<file path="src/verilog/ltg_pkg.sv">
/*
 ltg_pkg: shared constants and types of the panel timing generator.
 Assumes one system clock; register offsets are byte addresses on AXI4-Lite.
*/
package ltg_pkg;
    // bus and register map
    localparam int AXI_AW = 8;
    localparam int IDX_LSB = 2;
    localparam int IDX_MSB = 4;
    localparam int NREG = 7;
    localparam logic [2:0] IDX_CTRL = 3'h0;
    localparam logic [2:0] IDX_PCD = 3'h1;
    localparam logic [2:0] IDX_HSIZE = 3'h2;
    localparam logic [2:0] IDX_HWAIT = 3'h3;
    localparam logic [2:0] IDX_VSIZE = 3'h4;
    localparam logic [2:0] IDX_VWAIT = 3'h5;
    localparam logic [2:0] IDX_SEG = 3'h6;
    localparam logic [2:0] IDX_STAT = 3'h7;
    localparam logic [1:0] RESP_OKAY = 2'h0;
    localparam logic [1:0] RESP_SLVERR = 2'h2;
    // control register fields
    localparam int C_EN = 0;
    localparam int C_MODE = 1;
    localparam int C_BW = 3;
    localparam int C_PSCLK = 5;
    localparam int C_PDATA = 6;
    localparam int C_PFS = 7;
    localparam int C_PLS = 8;
    localparam int C_POE = 9;
    localparam int C_GATE = 10;
    // timing register fields
    localparam int DIV_W = 8;
    localparam int F8_W = 8;
    localparam int PIXELS_PER_LINE_LSB = 0;
    localparam int PIXELS_PER_LINE_W = 10;
    localparam int HWID_LSB = 16;
    localparam int WID_W = 6;
    localparam int LINES_LSB = 0;
    localparam int VWID_LSB = 16;
    localparam int END_LSB = 0;
    localparam int START_LSB = 8;
    localparam int CRISE_LSB = 0;
    localparam int CHI_LSB = 8;
    localparam int PSR_LSB = 16;
    localparam int REV_LSB = 24;
    // status register fields
    localparam int ST_LINE_LSB = 0;
    localparam int ST_VPH_LSB = 16;
    localparam int ST_HPH_LSB = 20;
    // counters and fixed waits, in shift clocks
    localparam int HC_W = 11;
    localparam int VC_W = 10;
    localparam logic [HC_W-1:0] START_TFT = 11'h3;
    localparam logic [HC_W-1:0] START_SEG = 11'h4;
    localparam logic [HC_W-1:0] START_PAS = 11'h2;
    localparam logic [HC_W-1:0] PCNT_MAX = 11'h7ff;
    localparam int PIX_W = 18;
    localparam logic [1:0] GATE_RUN = 2'h0;
    localparam logic [1:0] GATE_NO_FS = 2'h1;
    localparam logic [1:0] GATE_NO_IDLE = 2'h2;

    typedef enum logic [1:0] {MODE_TFT, MODE_SEG, MODE_CSTN, MODE_MONO} ltg_mode_t;
    typedef enum logic [1:0] {H_SYNC, H_START, H_ACT, H_END} ltg_hph_t;
    typedef enum logic [1:0] {V_SYNC, V_START, V_ACT, V_END} ltg_vph_t;

    typedef struct packed {
        logic sclk;
        logic line_sync;
        logic frame_sync;
        logic data_en;
        logic start_pulse;
        logic gate_clock;
        logic power_save;
        logic invert;
        logic [PIX_W-1:0] pixel_data;
    } ltg_panel_t;

    typedef struct packed {
        logic [DIV_W-1:0] cnt;
    } ltg_div_st_t;

    typedef struct packed {
        logic [NREG-1:0][31:0] cfg;
        logic awrdy;
        logic wrdy;
        logic arrdy;
        logic aw_ok;
        logic [AXI_AW-1:0] aw_addr;
        logic w_ok;
        logic [31:0] wd;
        logic [3:0] ws;
        logic bvalid;
        logic [1:0] bresp;
        logic rvalid;
        logic [31:0] rdata;
        logic [1:0] rresp;
        ltg_hph_t hph;
        logic [HC_W-1:0] hcnt;
        ltg_vph_t vph;
        logic [VC_W-1:0] vcnt;
        logic [VC_W-1:0] line;
        logic [HC_W-1:0] pcnt;
        logic pix_req;
        ltg_panel_t panel;
    } ltg_st_t;
endpackage : ltg_pkg

</file>
<file path="src/verilog/ltg_tick_div.sv">
/*
 ltg_tick_div: step counter that divides a step strobe by i_div + 1.
 Assumes i_step is a one-cycle strobe in the caller's clock domain.
*/
module ltg_tick_div
    import ltg_pkg::*;
(
    // clock and reset
    input wire logic i_clk,
    input wire logic i_rstn,
    // rate control
    input wire logic i_step,
    input wire logic [DIV_W-1:0] i_div,
    // strobes
    output logic o_tick,
    output logic o_high
);
    ltg_div_st_t s_r;
    ltg_div_st_t s_nxt;

    always_comb begin
        s_nxt = s_r;
        if (i_step) begin
            if (s_r.cnt >= i_div) begin
                s_nxt.cnt = '0;
            end else begin
                s_nxt.cnt = s_r.cnt + 8'h1;
            end
        end
    end

    always_ff @(posedge i_clk or negedge i_rstn) begin
        if (!i_rstn) begin
            s_r <= '0;
        end else begin
            s_r <= s_nxt;
        end
    end

    assign o_tick = i_step && (s_r.cnt >= i_div);
    // first half of the period high; a divide by one stays high
    assign o_high = s_r.cnt <= (i_div >> 1);
endmodule : ltg_tick_div

</file>
<file path="src/verilog/ltg_timing_gen.sv">
/*
 ltg_timing_gen: panel timing generator with AXI4-Lite configuration.
 Assumes an AXI4-Lite master on i_clk_sys and a pixel source that always
 has the next word ready when o_pix_req pulses.
*/
// Behaviour
// - pixel clock is controller clock over divisor+1
// - shift clock equals pixel clock unless wide mono
// - wide mono: shift clock is pixel clock/width
// - shift clock and data polarity selectable
// - tft line period: pixels plus sync, waits
// - tft data end to frame sync gap
// - tft frame sync end to first data
// - tft data starts start wait+3 after sync
// - tft line sync starts end wait+1 after data
// - tft sync and data enable polarity selectable
// - shift clock stops per gating mode or runs
// - start pulse one clock, falls at data
// - segment: line sync end wait+1 after data
// - segment: data start wait+4 after sync
// - gate clock delayed rise, programmed high width
// - power save falls at gate rise, delayed rise
// - inversion toggles once per line after data
// - passive: sync width, waits in shift clocks
// - passive sync and shift clock polarity selectable
// - cstn or 1-bit mono: two pixel clock offset
// - wide mono offset follows bus width
module ltg_timing_gen
    import ltg_pkg::*;
(
    // clock and reset
    input wire logic i_clk_sys,
    input wire logic i_rstn,
    // axi4-lite write channels
    input wire logic [AXI_AW-1:0] i_awaddr,
    input wire logic i_awvalid,
    output logic o_awready,
    input wire logic [31:0] i_wdata,
    input wire logic [3:0] i_wstrb,
    input wire logic i_wvalid,
    output logic o_wready,
    output logic [1:0] o_bresp,
    output logic o_bvalid,
    input wire logic i_bready,
    // axi4-lite read channels
    input wire logic [AXI_AW-1:0] i_araddr,
    input wire logic i_arvalid,
    output logic o_arready,
    output logic [31:0] o_rdata,
    output logic [1:0] o_rresp,
    output logic o_rvalid,
    input wire logic i_rready,
    // pixel source
    input wire logic [PIX_W-1:0] i_pix_data,
    output logic o_pix_req,
    // panel pins
    output ltg_panel_t o_panel
);
    logic [1:0] rst_q_r;
    logic rstn_s;
    ltg_st_t s_r;
    ltg_st_t s_nxt;
    logic [31:0] ctrl;
    logic en;
    ltg_mode_t mode;
    logic [1:0] bw;
    logic [1:0] gmode;
    logic seg;
    logic pas;
    logic psclk;
    logic pdata;
    logic [DIV_W-1:0] pixel_clock_divisor;
    logic [DIV_W-1:0] sdiv;
    logic [PIXELS_PER_LINE_W-1:0] pixels_per_line;
    logic [VC_W-1:0] lines;
    logic [WID_W-1:0] hwid;
    logic [WID_W-1:0] vwid;
    logic [F8_W-1:0] hw1;
    logic [F8_W-1:0] hw2;
    logic [F8_W-1:0] vw1;
    logic [F8_W-1:0] vw2;
    logic [F8_W-1:0] crise;
    logic [F8_W-1:0] chi;
    logic [F8_W-1:0] psr;
    logic [F8_W-1:0] rev;
    logic [HC_W-1:0] start_add;
    logic pix_tick;
    logic pix_high;
    logic sh_tick;
    logic sh_high;
    logic wr_fire;
    logic de_int;
    logic fs_int;

    // reset release through two flops
    always_ff @(posedge i_clk_sys or negedge i_rstn) begin
        if (!i_rstn) begin
            rst_q_r <= 2'h0;
        end else begin
            rst_q_r <= {rst_q_r[0], 1'h1};
        end
    end
    assign rstn_s = rst_q_r[1];

    // configuration fields
    assign ctrl = s_r.cfg[IDX_CTRL];
    assign en = ctrl[C_EN];
    assign mode = ltg_mode_t'(ctrl[C_MODE +: 2]);
    assign bw = ctrl[C_BW +: 2];
    assign gmode = ctrl[C_GATE +: 2];
    assign psclk = ctrl[C_PSCLK];
    assign pdata = ctrl[C_PDATA];
    assign seg = mode == MODE_SEG;
    assign pas = (mode == MODE_CSTN) || (mode == MODE_MONO);
    assign pixel_clock_divisor = s_r.cfg[IDX_PCD][DIV_W-1:0];
    assign pixels_per_line = s_r.cfg[IDX_HSIZE][PIXELS_PER_LINE_LSB +: PIXELS_PER_LINE_W];
    assign hwid = s_r.cfg[IDX_HSIZE][HWID_LSB +: WID_W];
    assign hw1 = s_r.cfg[IDX_HWAIT][END_LSB +: F8_W];
    assign hw2 = s_r.cfg[IDX_HWAIT][START_LSB +: F8_W];
    assign lines = s_r.cfg[IDX_VSIZE][LINES_LSB +: VC_W];
    assign vwid = s_r.cfg[IDX_VSIZE][VWID_LSB +: WID_W];
    assign vw1 = s_r.cfg[IDX_VWAIT][END_LSB +: F8_W];
    assign vw2 = s_r.cfg[IDX_VWAIT][START_LSB +: F8_W];
    assign crise = s_r.cfg[IDX_SEG][CRISE_LSB +: F8_W];
    assign chi = s_r.cfg[IDX_SEG][CHI_LSB +: F8_W];
    assign psr = s_r.cfg[IDX_SEG][PSR_LSB +: F8_W];
    assign rev = s_r.cfg[IDX_SEG][REV_LSB +: F8_W];
    assign start_add = seg ? START_SEG : (pas ? START_PAS : START_TFT);

    // wide mono bus divides shift clock by 2, 4 or 8
    assign sdiv = (mode == MODE_MONO) ? 8'((9'h1 << bw) - 9'h1) : 8'h0;

    ltg_tick_div u_pix_div (
        .i_clk(i_clk_sys),
        .i_rstn(rstn_s),
        .i_step(en),
        .i_div(pixel_clock_divisor),
        .o_tick(pix_tick),
        .o_high(pix_high)
    );

    ltg_tick_div u_shift_div (
        .i_clk(i_clk_sys),
        .i_rstn(rstn_s),
        .i_step(pix_tick),
        .i_div(sdiv),
        .o_tick(sh_tick),
        .o_high(sh_high)
    );

    assign wr_fire = s_r.aw_ok && s_r.w_ok && !s_r.bvalid;
    assign de_int = (s_r.hph == H_ACT) && (s_r.vph == V_ACT);
    assign fs_int = s_r.vph == V_SYNC;

    // horizontal phase lengths, minus one
    function automatic logic [HC_W-1:0] hload(input ltg_hph_t ph);
        logic [HC_W-1:0] v;
        case (ph)
            H_SYNC: v = HC_W'(hwid);
            H_START: v = HC_W'(hw2) + start_add - 11'h1;
            H_ACT: v = HC_W'(pixels_per_line) - 11'h1;
            default: v = HC_W'(hw1);
        endcase
        return v;
    endfunction : hload

    // vertical phase lengths in lines, minus one
    function automatic logic [VC_W-1:0] vload(input ltg_vph_t ph);
        logic [VC_W-1:0] v;
        case (ph)
            V_SYNC: v = VC_W'(vwid) - 10'h1;
            V_START: v = VC_W'(vw2) - 10'h1;
            V_ACT: v = lines - 10'h1;
            default: v = VC_W'(vw1) - 10'h1;
        endcase
        return v;
    endfunction : vload

    // empty waits are skipped
    function automatic ltg_vph_t vnext(input ltg_vph_t ph);
        ltg_vph_t v;
        case (ph)
            V_SYNC: v = (vw2 == 8'h0) ? V_ACT : V_START;
            V_START: v = V_ACT;
            V_ACT: v = (vw1 == 8'h0) ? V_SYNC : V_END;
            default: v = V_SYNC;
        endcase
        return v;
    endfunction : vnext

    always_comb begin
        logic [AXI_AW-1:0] ra;
        logic [2:0] widx;
        logic [2:0] ridx;
        logic [31:0] rv;
        logic last_data;
        logic run;
        logic lvl;
        logic [HC_W-1:0] g_on;
        logic [HC_W-1:0] g_off;
        logic [HC_W-1:0] p_off;
        ltg_hph_t hn;
        ltg_vph_t vn;
        ra = i_araddr;
        widx = s_r.aw_addr[IDX_MSB:IDX_LSB];
        ridx = ra[IDX_MSB:IDX_LSB];
        rv = '0;
        last_data = 1'h0;
        run = 1'h0;
        lvl = 1'h0;
        g_on = HC_W'(crise) + 11'h1;
        g_off = g_on + HC_W'(chi) + 11'h1;
        p_off = g_off + HC_W'(psr);
        hn = H_SYNC;
        vn = V_SYNC;
        s_nxt = s_r;
        s_nxt.pix_req = 1'h0;

        // write address and data in either order
        if (i_awvalid && s_r.awrdy) begin
            s_nxt.aw_ok = 1'h1;
            s_nxt.aw_addr = i_awaddr;
        end
        if (i_wvalid && s_r.wrdy) begin
            s_nxt.w_ok = 1'h1;
            s_nxt.wd = i_wdata;
            s_nxt.ws = i_wstrb;
        end
        if (wr_fire) begin
            s_nxt.aw_ok = 1'h0;
            s_nxt.w_ok = 1'h0;
            s_nxt.bvalid = 1'h1;
            s_nxt.bresp = RESP_OKAY;
            if (s_r.aw_addr[AXI_AW-1:IDX_MSB+1] != '0) begin
                s_nxt.bresp = RESP_SLVERR;
            end else if (widx != IDX_STAT) begin
                for (int b = 0; b < 4; b++) begin
                    if (s_r.ws[b]) begin
                        s_nxt.cfg[widx][b*8 +: 8] = s_r.wd[b*8 +: 8];
                    end
                end
            end
        end
        if (s_r.bvalid && i_bready) begin
            s_nxt.bvalid = 1'h0;
        end
        s_nxt.awrdy = !s_nxt.aw_ok;
        s_nxt.wrdy = !s_nxt.w_ok;

        // read channel, one read outstanding
        if (i_arvalid && s_r.arrdy) begin
            if (ridx == IDX_STAT) begin
                rv[ST_LINE_LSB +: VC_W] = s_r.line;
                rv[ST_VPH_LSB +: 2] = s_r.vph;
                rv[ST_HPH_LSB +: 2] = s_r.hph;
            end else begin
                rv = s_r.cfg[ridx];
            end
            s_nxt.rvalid = 1'h1;
            s_nxt.rresp = RESP_OKAY;
            s_nxt.rdata = rv;
            if (ra[AXI_AW-1:IDX_MSB+1] != '0) begin
                s_nxt.rresp = RESP_SLVERR;
                s_nxt.rdata = '0;
            end
        end else if (s_r.rvalid && i_rready) begin
            s_nxt.rvalid = 1'h0;
        end
        s_nxt.arrdy = !s_nxt.rvalid;

        // line and frame sequencing on shift clock ticks
        if (!en) begin
            s_nxt.hph = H_SYNC;
            s_nxt.hcnt = hload(H_SYNC);
            s_nxt.vph = V_SYNC;
            s_nxt.vcnt = vload(V_SYNC);
            s_nxt.line = '0;
            s_nxt.pcnt = PCNT_MAX;
        end else if (sh_tick) begin
            last_data = de_int && (s_r.hcnt == '0);
            if (s_r.hcnt != '0) begin
                s_nxt.hcnt = s_r.hcnt - 11'h1;
            end else begin
                hn = ltg_hph_t'(s_r.hph + 2'h1);
                s_nxt.hph = hn;
                s_nxt.hcnt = hload(hn);
                if (s_r.hph == H_END) begin
                    if (s_r.vcnt != '0) begin
                        s_nxt.vcnt = s_r.vcnt - 10'h1;
                    end else begin
                        vn = vnext(s_r.vph);
                        s_nxt.vph = vn;
                        s_nxt.vcnt = vload(vn);
                    end
                    s_nxt.line = (s_r.vph == V_ACT) ? s_r.line + 10'h1 : '0;
                end
            end
            // shift clocks since last data word of a line
            if (last_data) begin
                s_nxt.pcnt = '0;
            end else if (s_r.pcnt != PCNT_MAX) begin
                s_nxt.pcnt = s_r.pcnt + 11'h1;
            end
            s_nxt.panel.start_pulse = seg && (s_nxt.vph == V_ACT) &&
                (s_nxt.hph == H_START) && (s_nxt.hcnt == '0);
            s_nxt.panel.gate_clock = seg && (s_nxt.pcnt >= g_on) &&
                (s_nxt.pcnt < g_off);
            s_nxt.panel.power_save = !(seg && (s_nxt.pcnt >= g_on) &&
                (s_nxt.pcnt < p_off));
            if (seg && (s_nxt.pcnt == HC_W'(rev) + 11'h1)) begin
                s_nxt.panel.invert = !s_r.panel.invert;
            end
            if ((s_nxt.hph == H_ACT) && (s_nxt.vph == V_ACT)) begin
                s_nxt.pix_req = 1'h1;
                s_nxt.panel.pixel_data = i_pix_data ^ {PIX_W{pdata}};
            end
        end
        if (!en || !seg) begin
            s_nxt.panel.start_pulse = 1'h0;
            s_nxt.panel.gate_clock = 1'h0;
            s_nxt.panel.power_save = 1'h1;
        end

        // sync strobes follow the sequencer every cycle
        s_nxt.panel.line_sync = (en && (s_nxt.hph == H_SYNC)) ^ ctrl[C_PLS];
        s_nxt.panel.frame_sync = (en && (s_nxt.vph == V_SYNC)) ^ ctrl[C_PFS];
        s_nxt.panel.data_en = (en && (s_nxt.hph == H_ACT) &&
            (s_nxt.vph == V_ACT)) ^ ctrl[C_POE];
        if (!s_nxt.pix_req && !de_int) begin
            s_nxt.panel.pixel_data = {PIX_W{pdata}};
        end

        // shift clock level, gated as configured
        lvl = (sdiv == 8'h0) ? pix_high : sh_high;
        run = en && !((gmode == GATE_NO_FS) && fs_int) &&
            !((gmode == GATE_NO_IDLE) && !de_int);
        s_nxt.panel.sclk = (run && lvl) ^ psclk;
    end

    always_ff @(posedge i_clk_sys or negedge rstn_s) begin
        if (!rstn_s) begin
            s_r <= '0;
        end else begin
            s_r <= s_nxt;
        end
    end

    assign o_awready = s_r.awrdy;
    assign o_wready = s_r.wrdy;
    assign o_bvalid = s_r.bvalid;
    assign o_bresp = s_r.bresp;
    assign o_arready = s_r.arrdy;
    assign o_rvalid = s_r.rvalid;
    assign o_rdata = s_r.rdata;
    assign o_rresp = s_r.rresp;
    assign o_pix_req = s_r.pix_req;
    assign o_panel = s_r.panel;

    // line period measured between line sync starts
    logic [11:0] lp_cnt_r;
    logic lp_ok_r;
    logic [11:0] lp_exp;
    assign lp_exp = 12'(pixels_per_line) + 12'(hwid) + 12'(hw2) + 12'(start_add) + 12'(hw1) + 12'h1;

    always_ff @(posedge i_clk_sys or negedge rstn_s) begin
        if (!rstn_s) begin
            lp_cnt_r <= '0;
            lp_ok_r <= 1'h0;
        end else if (!en || wr_fire) begin
            lp_cnt_r <= '0;
            lp_ok_r <= 1'h0;
        end else if (sh_tick) begin
            if ((s_r.hph == H_END) && (s_r.hcnt == '0)) begin
                lp_cnt_r <= '0;
                lp_ok_r <= 1'h1;
            end else begin
                lp_cnt_r <= lp_cnt_r + 12'h1;
            end
        end
    end
endmodule : ltg_timing_gen

</file>
<file path="config.mk">
export PLATFORM = sky130hd
export DESIGN_NAME = ltg_timing_gen
export DESIGN_NICKNAME = d
export VERILOG_FILES = /design/src/verilog/ltg_pkg.sv /design/src/verilog/ltg_tick_div.sv /design/src/verilog/ltg_timing_gen.sv
export SDC_FILE = /design/constraint.sdc
export NUM_CORES = 1
export LEC_CHECK = 0
export ABC_AREA = 0
export BUFFER_PORTS_ARGS = -buffer_cell sky130_fd_sc_hd__buf_2
export CORE_MARGIN = 1.5
export CORE_UTILIZATION = 50
export CTS_CLUSTER_DIAMETER = 30
export DETAILED_ROUTE_END_ITERATION = 6
export GPL_TIMING_DRIVEN = 0
export PLACE_DENSITY = 0.67
export SLEW_MARGIN = 40
export SYNTH_ARGS = -nofsm -noshare
export SYNTH_HDL_FRONTEND = slang
export SYNTH_SLANG_ARGS = --single-unit
</file>
<file path="constraint.sdc">
create_clock -name i_clk_sys -period 31.6 [get_ports i_clk_sys]
set_clock_uncertainty 0.05 [all_clocks]
set_input_delay 3.16 -clock i_clk_sys [delete_from_list [all_inputs] [get_ports i_clk_sys]]
set_output_delay 3.16 -clock i_clk_sys [all_outputs]
set_load 0.01 [all_outputs]
</file>
# After elaboration in Yosys (flattened, before gate mapping)
# Cells that the tools add are included.
# word_totals
register_bits	402
out_inout_bits	68
# op_classes
n_addsub	20
n_lt_le_gt_ge	10
eq_ne	25
n_shift	1
muxes	86
bitwise_logic	6
n_reduce_logical	69
# op_table
cell	n
two-way mux 224 bit	13
bitwise mux 224 bit	4
demux 32 bit (select 3 bit)	4
two-way mux 22 bit	6
binary-select mux 32 bit (select 3 bit)	1
two-way mux 11 bit	7
two-way mux 32 bit	2
two-way mux 47 bit	1
two-way mux 46 bit	1
two-way mux 10 bit	4
two-way mux 37 bit	1
two-way mux 18 bit	2
two-way mux 34 bit	1
case mux 11 bit (3 select lines)	1
two-way mux 8 bit	4
logical AND 1 bit	30
two-way mux 2 bit	15
case mux 10 bit (3 select lines)	1
== test 2 bit, second input constant	12
zero test 8 bit	3
two-way mux 24 bit	1
zero test 11 bit	2
< comparator 11 bit	2
subtractor 10 x 1 -> 10 bit, second input constant	2
other kinds (46)	97

# Depth between registers and ports, before layout
# logic_depth
ltp_word	24
depth_mapped	19
mapped_depth_nobuf	19

# Modules after synthesis
# Synthesis repeated with hierarchy kept, for this count alone.
# unflattened
cells_unflattened	2092
hier_area_um2	22720.5
# modules_own_cells
mod	instances	cells_each	area_each_um2	seq_area_each_um2
ltg_timing_gen	1	1914	21159.0	9559.2
ltg_tick_div	2	89	780.7	200.2

# Worst setup path before layout
# OpenSTA, ideal clock, no wires.
# synth_path
path_kind	input -> register
startpoint	input port i_araddr[2]
endpoint	register s_r (netlist bit o_rdata[17])
setup_ps	133
t_arrival_ps	4913
required_time_ps	31417
setup_slack_ps	26504
cell_stages	5
path_cell_list	buf_1 buf_1 mux4_2 mux2i_1 o21ai_0
# synth_between
elab_chain_cells	4
elab_cells_between_ends	5
cone_classes	1 x eq/ne; 4 x mux
# synth_lines
element	line_no	source
start: declaration	ltg_timing_gen.sv:46	input wire logic [AXI_AW-1:0] i_araddr,
binary-select mux 32 bit (select 3 bit)	ltg_timing_gen.sv:257	rv = s_r.cfg[ridx];
two-way mux 32 bit (not written as such)	ltg_timing_gen.sv:257	
two-way mux 2 bit (*)	ltg_timing_gen.sv:252	if (ridx == IDX_STAT) begin
two-way mux 34 bit (*)	ltg_timing_gen.sv:262	if (ra[AXI_AW-1:IDX_MSB+1] != '0) begin
end signal: assignment	ltg_timing_gen.sv:344	s_r <= s_nxt;
end: declaration	ltg_timing_gen.sv:61	ltg_st_t s_r;
# Every way passes the cells marked *; elsewhere a longest branch is shown, timed or not. The select of a mux whose other input is x is not followed.
# A chain may end at the register's enable or synchronous reset.

# Worst setup path after layout
# layout_path
startpoint	input port i_araddr[4]
endpoint	register s_r (netlist bit o_rdata[7])
# layout_between
elab_chain_cells	4
elab_cells_between_ends	5
cone_classes	1 x eq/ne; 4 x mux
# layout_lines
element	line_no
binary-select mux 32 bit (select 3 bit)	ltg_timing_gen.sv:257
two-way mux 32 bit (not written as such)	ltg_timing_gen.sv:257
two-way mux 10 bit (*)	ltg_timing_gen.sv:252
two-way mux 34 bit (*)	ltg_timing_gen.sv:262
# Marks and branches as above.

==> results by group <==
Synthesis
  – Synth Cell Area: 22,500 sq um
  – EDFF count, synth: 0
  – Fraction of registers with async set/reset: 1.00
  – Synthesized area per cell: 10.8 sq um
  – Unique masters post-synth: 74
  – Register area share after synthesis: 0.442
  – YS warnings: 0
  – Main synth FF type: dfrtp_1
  – Synth Register Bits: 398
  – Gate count of the mapped netlist: 2,081

Route
  – Vias after detailed routing: 17.6k
  – M1 wire length: 27,400 um
  – Met2 Wirelength: 31,900 um
  – Met3 WL: 3870 um
  – Top Layer Used: met4
  – Routed Antenna Nets: 0
  – Initial DRC Count: 1,400
  – First drt pass iteration count: 7
  – DRC violations left: 1
  – Final wirelength: 66,300 um
  – Wire per inst: 22.1 um
  – Detail-routed via count per cell: 5.87

CTS
  – Total CTS buffers: 96
  – Post-CTS Hold Buffers: 0
  – Clk sink count: 398
  – Post-CTS setup buffers: 0
  – Clk_lat worst skew: 640 ps
  – CTS tree: yes
  – Max Buffers Root-to-Sink: 3
  – Post_cts resized: 0
  – Worst-path clk slew: 50 ps
  – H-tree levels: 3
  – Clock root buffer: clkbuf_16

STA
  – Worst slew margin: 0.419
  – WHS: 204 ps
  – Fmax: 199 MHz
  – Tmin final: 5020 ps
  – Slew @ Worst Pin: 866 ps
  – Final setup violating endpoints: 0
  – RSZ-0062 raised after global routing: no
  – Final Cycle Share: 0.159
  – Slew Viols, Final: 0
  – Setup_tns: 0 ps
  – Final Hold Viols: 0

Cells and area
  – Final net count: 2,505
  – Commonest non-fill, non-tap cell in the layout: dfrtp_1
  – Fraction of layout instances using a drive strength above 1: 0.300
  – Layout area overhead: 23.1%
  – Post-route insts no fill: 2,998
  – Post-Layout Inst Area: 27,700 sq um
  – Most frequent cells in the layout: dfrtp_1 (397), mux2_2 (242), nand2_1 (181)
  – Fill count: 3,601

Placement
  – Buffers on Ports: 136
  – Placed Cells: 2,821
  – Post-DP HPWL: 48,700 um
  – GPL Wtd Cong: 0.946
  – Area after DPL: 24,200 sq um

Critical path
  – Critical Path, Cell by Cell: buf_2 -> buf_1 -> clkbuf_1 -> mux4_2 -> mux2i_1 -> o21ai_0
  – R2R setup slack: 26,690 ps
  – Worst reg2reg startpoint: crise[0]
  – Crit. End Element: flip-flop
  – Largest delay contributor family on the critical path: buffers and inverters
  – Critical Path AT: 5440 ps
  – Slowest stage cell on the critical path: buf_1
  – Crit Path Class: input pin to flip-flop
  – CP bufs+invs: 3
  – FF-to-FF End: o_panel[19]
  – Max Fanout on Critical Path: 10
  – Worst stage delay on the critical path: 630 ps
  – Req. time, crit path: 32,020 ps
  – Startpoint class of the critical path: input pin
  – Worst reg-to-reg path cell count: 19

Power and ir drop
  – Lkg Pwr: 13.1 nW
  – Sw frac: 0.346
  – Worst vdd ir: 0.0737 mV
  – Net load switching power: 0.914 mW
  – Flop pwr share: 0.321
  – Internal Power: 1.73 mW
  – PwrDens: 95.5 nW/um^2
  – Clock share of power: 0.390
  – Gate power share: 0.289

Floorplanning
  – IO Count: 145
  – Horiz. Die Dim: 215 um
  – Std cell rows: 77
  – Initial core utilization: 0.508
  – Die Span Y: 215 um
  – Die Area: 46,300 sq um
  – Core area: 44,300 sq um

GRT
  – Largest net degree at the start of global routing: 46
  – Antenna violations before repair: 1
  – First-pass GRT wire length: 104,000 um
  – Vias in the first global route: 18.1k
  – Total Routing Usage GR: 0.290
  – Gr ovfl total: 0

Flow run
  – Max_cap viols: 0

Outcome
  – Violated checks: design-rule violations
  – Status: complete, but fails checks

Worst hold path
  – Worst min path class: flip-flop to async pin
-- power groups by stage --
| stage | Sequential, mW | Clock (mW) | Combinational (mW) |
|---|---|---|---|
| 6_report | 0.850 | 1.03 | 0.764 |
| 5_1_grt | 0.866 | 1.07 | 0.846 |
| 3_5_place_dp | 0.846 | 0 | 0.750 |
| 3_3_place_gp | 0.849 | 0 | 0.716 |
| 2_1_floorplan | 0.766 | 0 | 0.563 |
| 4_1_cts | 0.842 | 1.04 | 0.762 |
-- synth_stat cells, drive strengths merged, types with 6 or more instances --
master | n | area share
o22ai | 8 | 0.0022
a211oi | 10 | 0.0033
or4 | 12 | 0.0040
clkbuf | 64 | 0.011
nor3 | 37 | 0.0082
nor4 | 16 | 0.0063
a221oi | 6 | 0.0023
inv | 93 | 0.016
and3 | 14 | 0.0039
o21a | 12 | 0.0040
a21oi | 85 | 0.019
nand2b | 13 | 0.0036
nand2 | 181 | 0.030
mux2 | 242 | 0.12
and2 | 9 | 0.0025
buf | 81 | 0.026
a22o | 20 | 0.0078
or3 | 13 | 0.0036
nand4 | 15 | 0.0042
mux4 | 46 | 0.046
a21o | 19 | 0.0063
o21ai | 106 | 0.024
nor2b | 11 | 0.0031
ha | 98 | 0.054
nor3b | 7 | 0.0023
o31ai | 8 | 0.0027
xnor2 | 45 | 0.018
a31oi | 25 | 0.0069
a22oi | 20 | 0.0089
mux2i | 59 | 0.026
nor2 | 147 | 0.025
nand3 | 39 | 0.0087
dfrtp | 398 | 0.44
a41oi | 6 | 0.0023
xor2 | 37 | 0.014
-- layer usage --
metal	GRT usage	up-vias
met5	0	-
met4	0.143	0
met3	0.0534	161
met2	0.477	566
met1	0.368	8897
li1	-	7988
-- worst max-delay path by stage --
stage,start,endpoint,slack [ps],cells after the start
2_1_floorplan,rst_q_r[1],chi[0],19640,0
3_3_place_gp,rst_q_r[1],o_panel[17],15180,0
3_5_place_dp,i_araddr[2],o_rdata[1],25720,6
4_1_cts,i_araddr[2],o_rdata[1],26350,6
5_1_grt,crise[0],o_panel[19],26270,19
6_report,i_araddr[4],o_rdata[7],26580,6
-- cells by family after synthesis --
logic type,after synthesis,synth area share
AO/OA/AOI/OAI,374,0.108
XOR/XNOR,82,0.0319
adder cells (fa/ha/maj),101,0.0571
buffers and inverters,238,0.0525
flip-flops,398,0.442
multiplexers,347,0.193
other,2,0.000334
AND/OR/NAND/NOR,539,0.114
-- layout make-up --
class | count | area [sq um] | area share
flip-flops and latches | 398 | 9960 | 0.360
plain buffers | 145 | 840 | 0.0303
clock buffers | 125 | 2690 | 0.0972
repair buffers | 146 | 881 | 0.0318
clock inverters | 51 | 758 | 0.0274
inverters | 93 | 349 | 0.0126
multi-input cells | 1447 | 11500 | 0.414
well taps | 592 | 741 | 0.0267
diodes | 1 | 2.50 | 0.0000903
-- flip-flops by register name, summed over array words and instances (netlist names), 10 cells and up --
| signal | cells |
|---|---|
| s_r | 200 |
| ctrl | 32 |
| o_panel | 26 |
| lines | 10 |
| pixels_per_line | 10 |
| o_rdata | 32 |
-- worst register-to-register path: cells and delay by family (launching register included) --
kind                     cells  cell delay, ps
adder cells (fa/ha/maj)      4            1270
XOR/XNOR                     2             410
AO/OA/AOI/OAI               10            2080
AND/OR/NAND/NOR              3             430
flip-flops                   1             490
-- metrics by stage --
stage                      util  total power [mW]  setup slack (ps)
after floorplan               -              1.33             19640
after global placement    0.540              1.56             15180
after detailed placement  0.546              1.60             25720
after CTS                 0.624              2.65             26350
after global routing      0.625              2.78             26270
final                     0.625              2.65             26580
(Power assumes the default switching activity.)
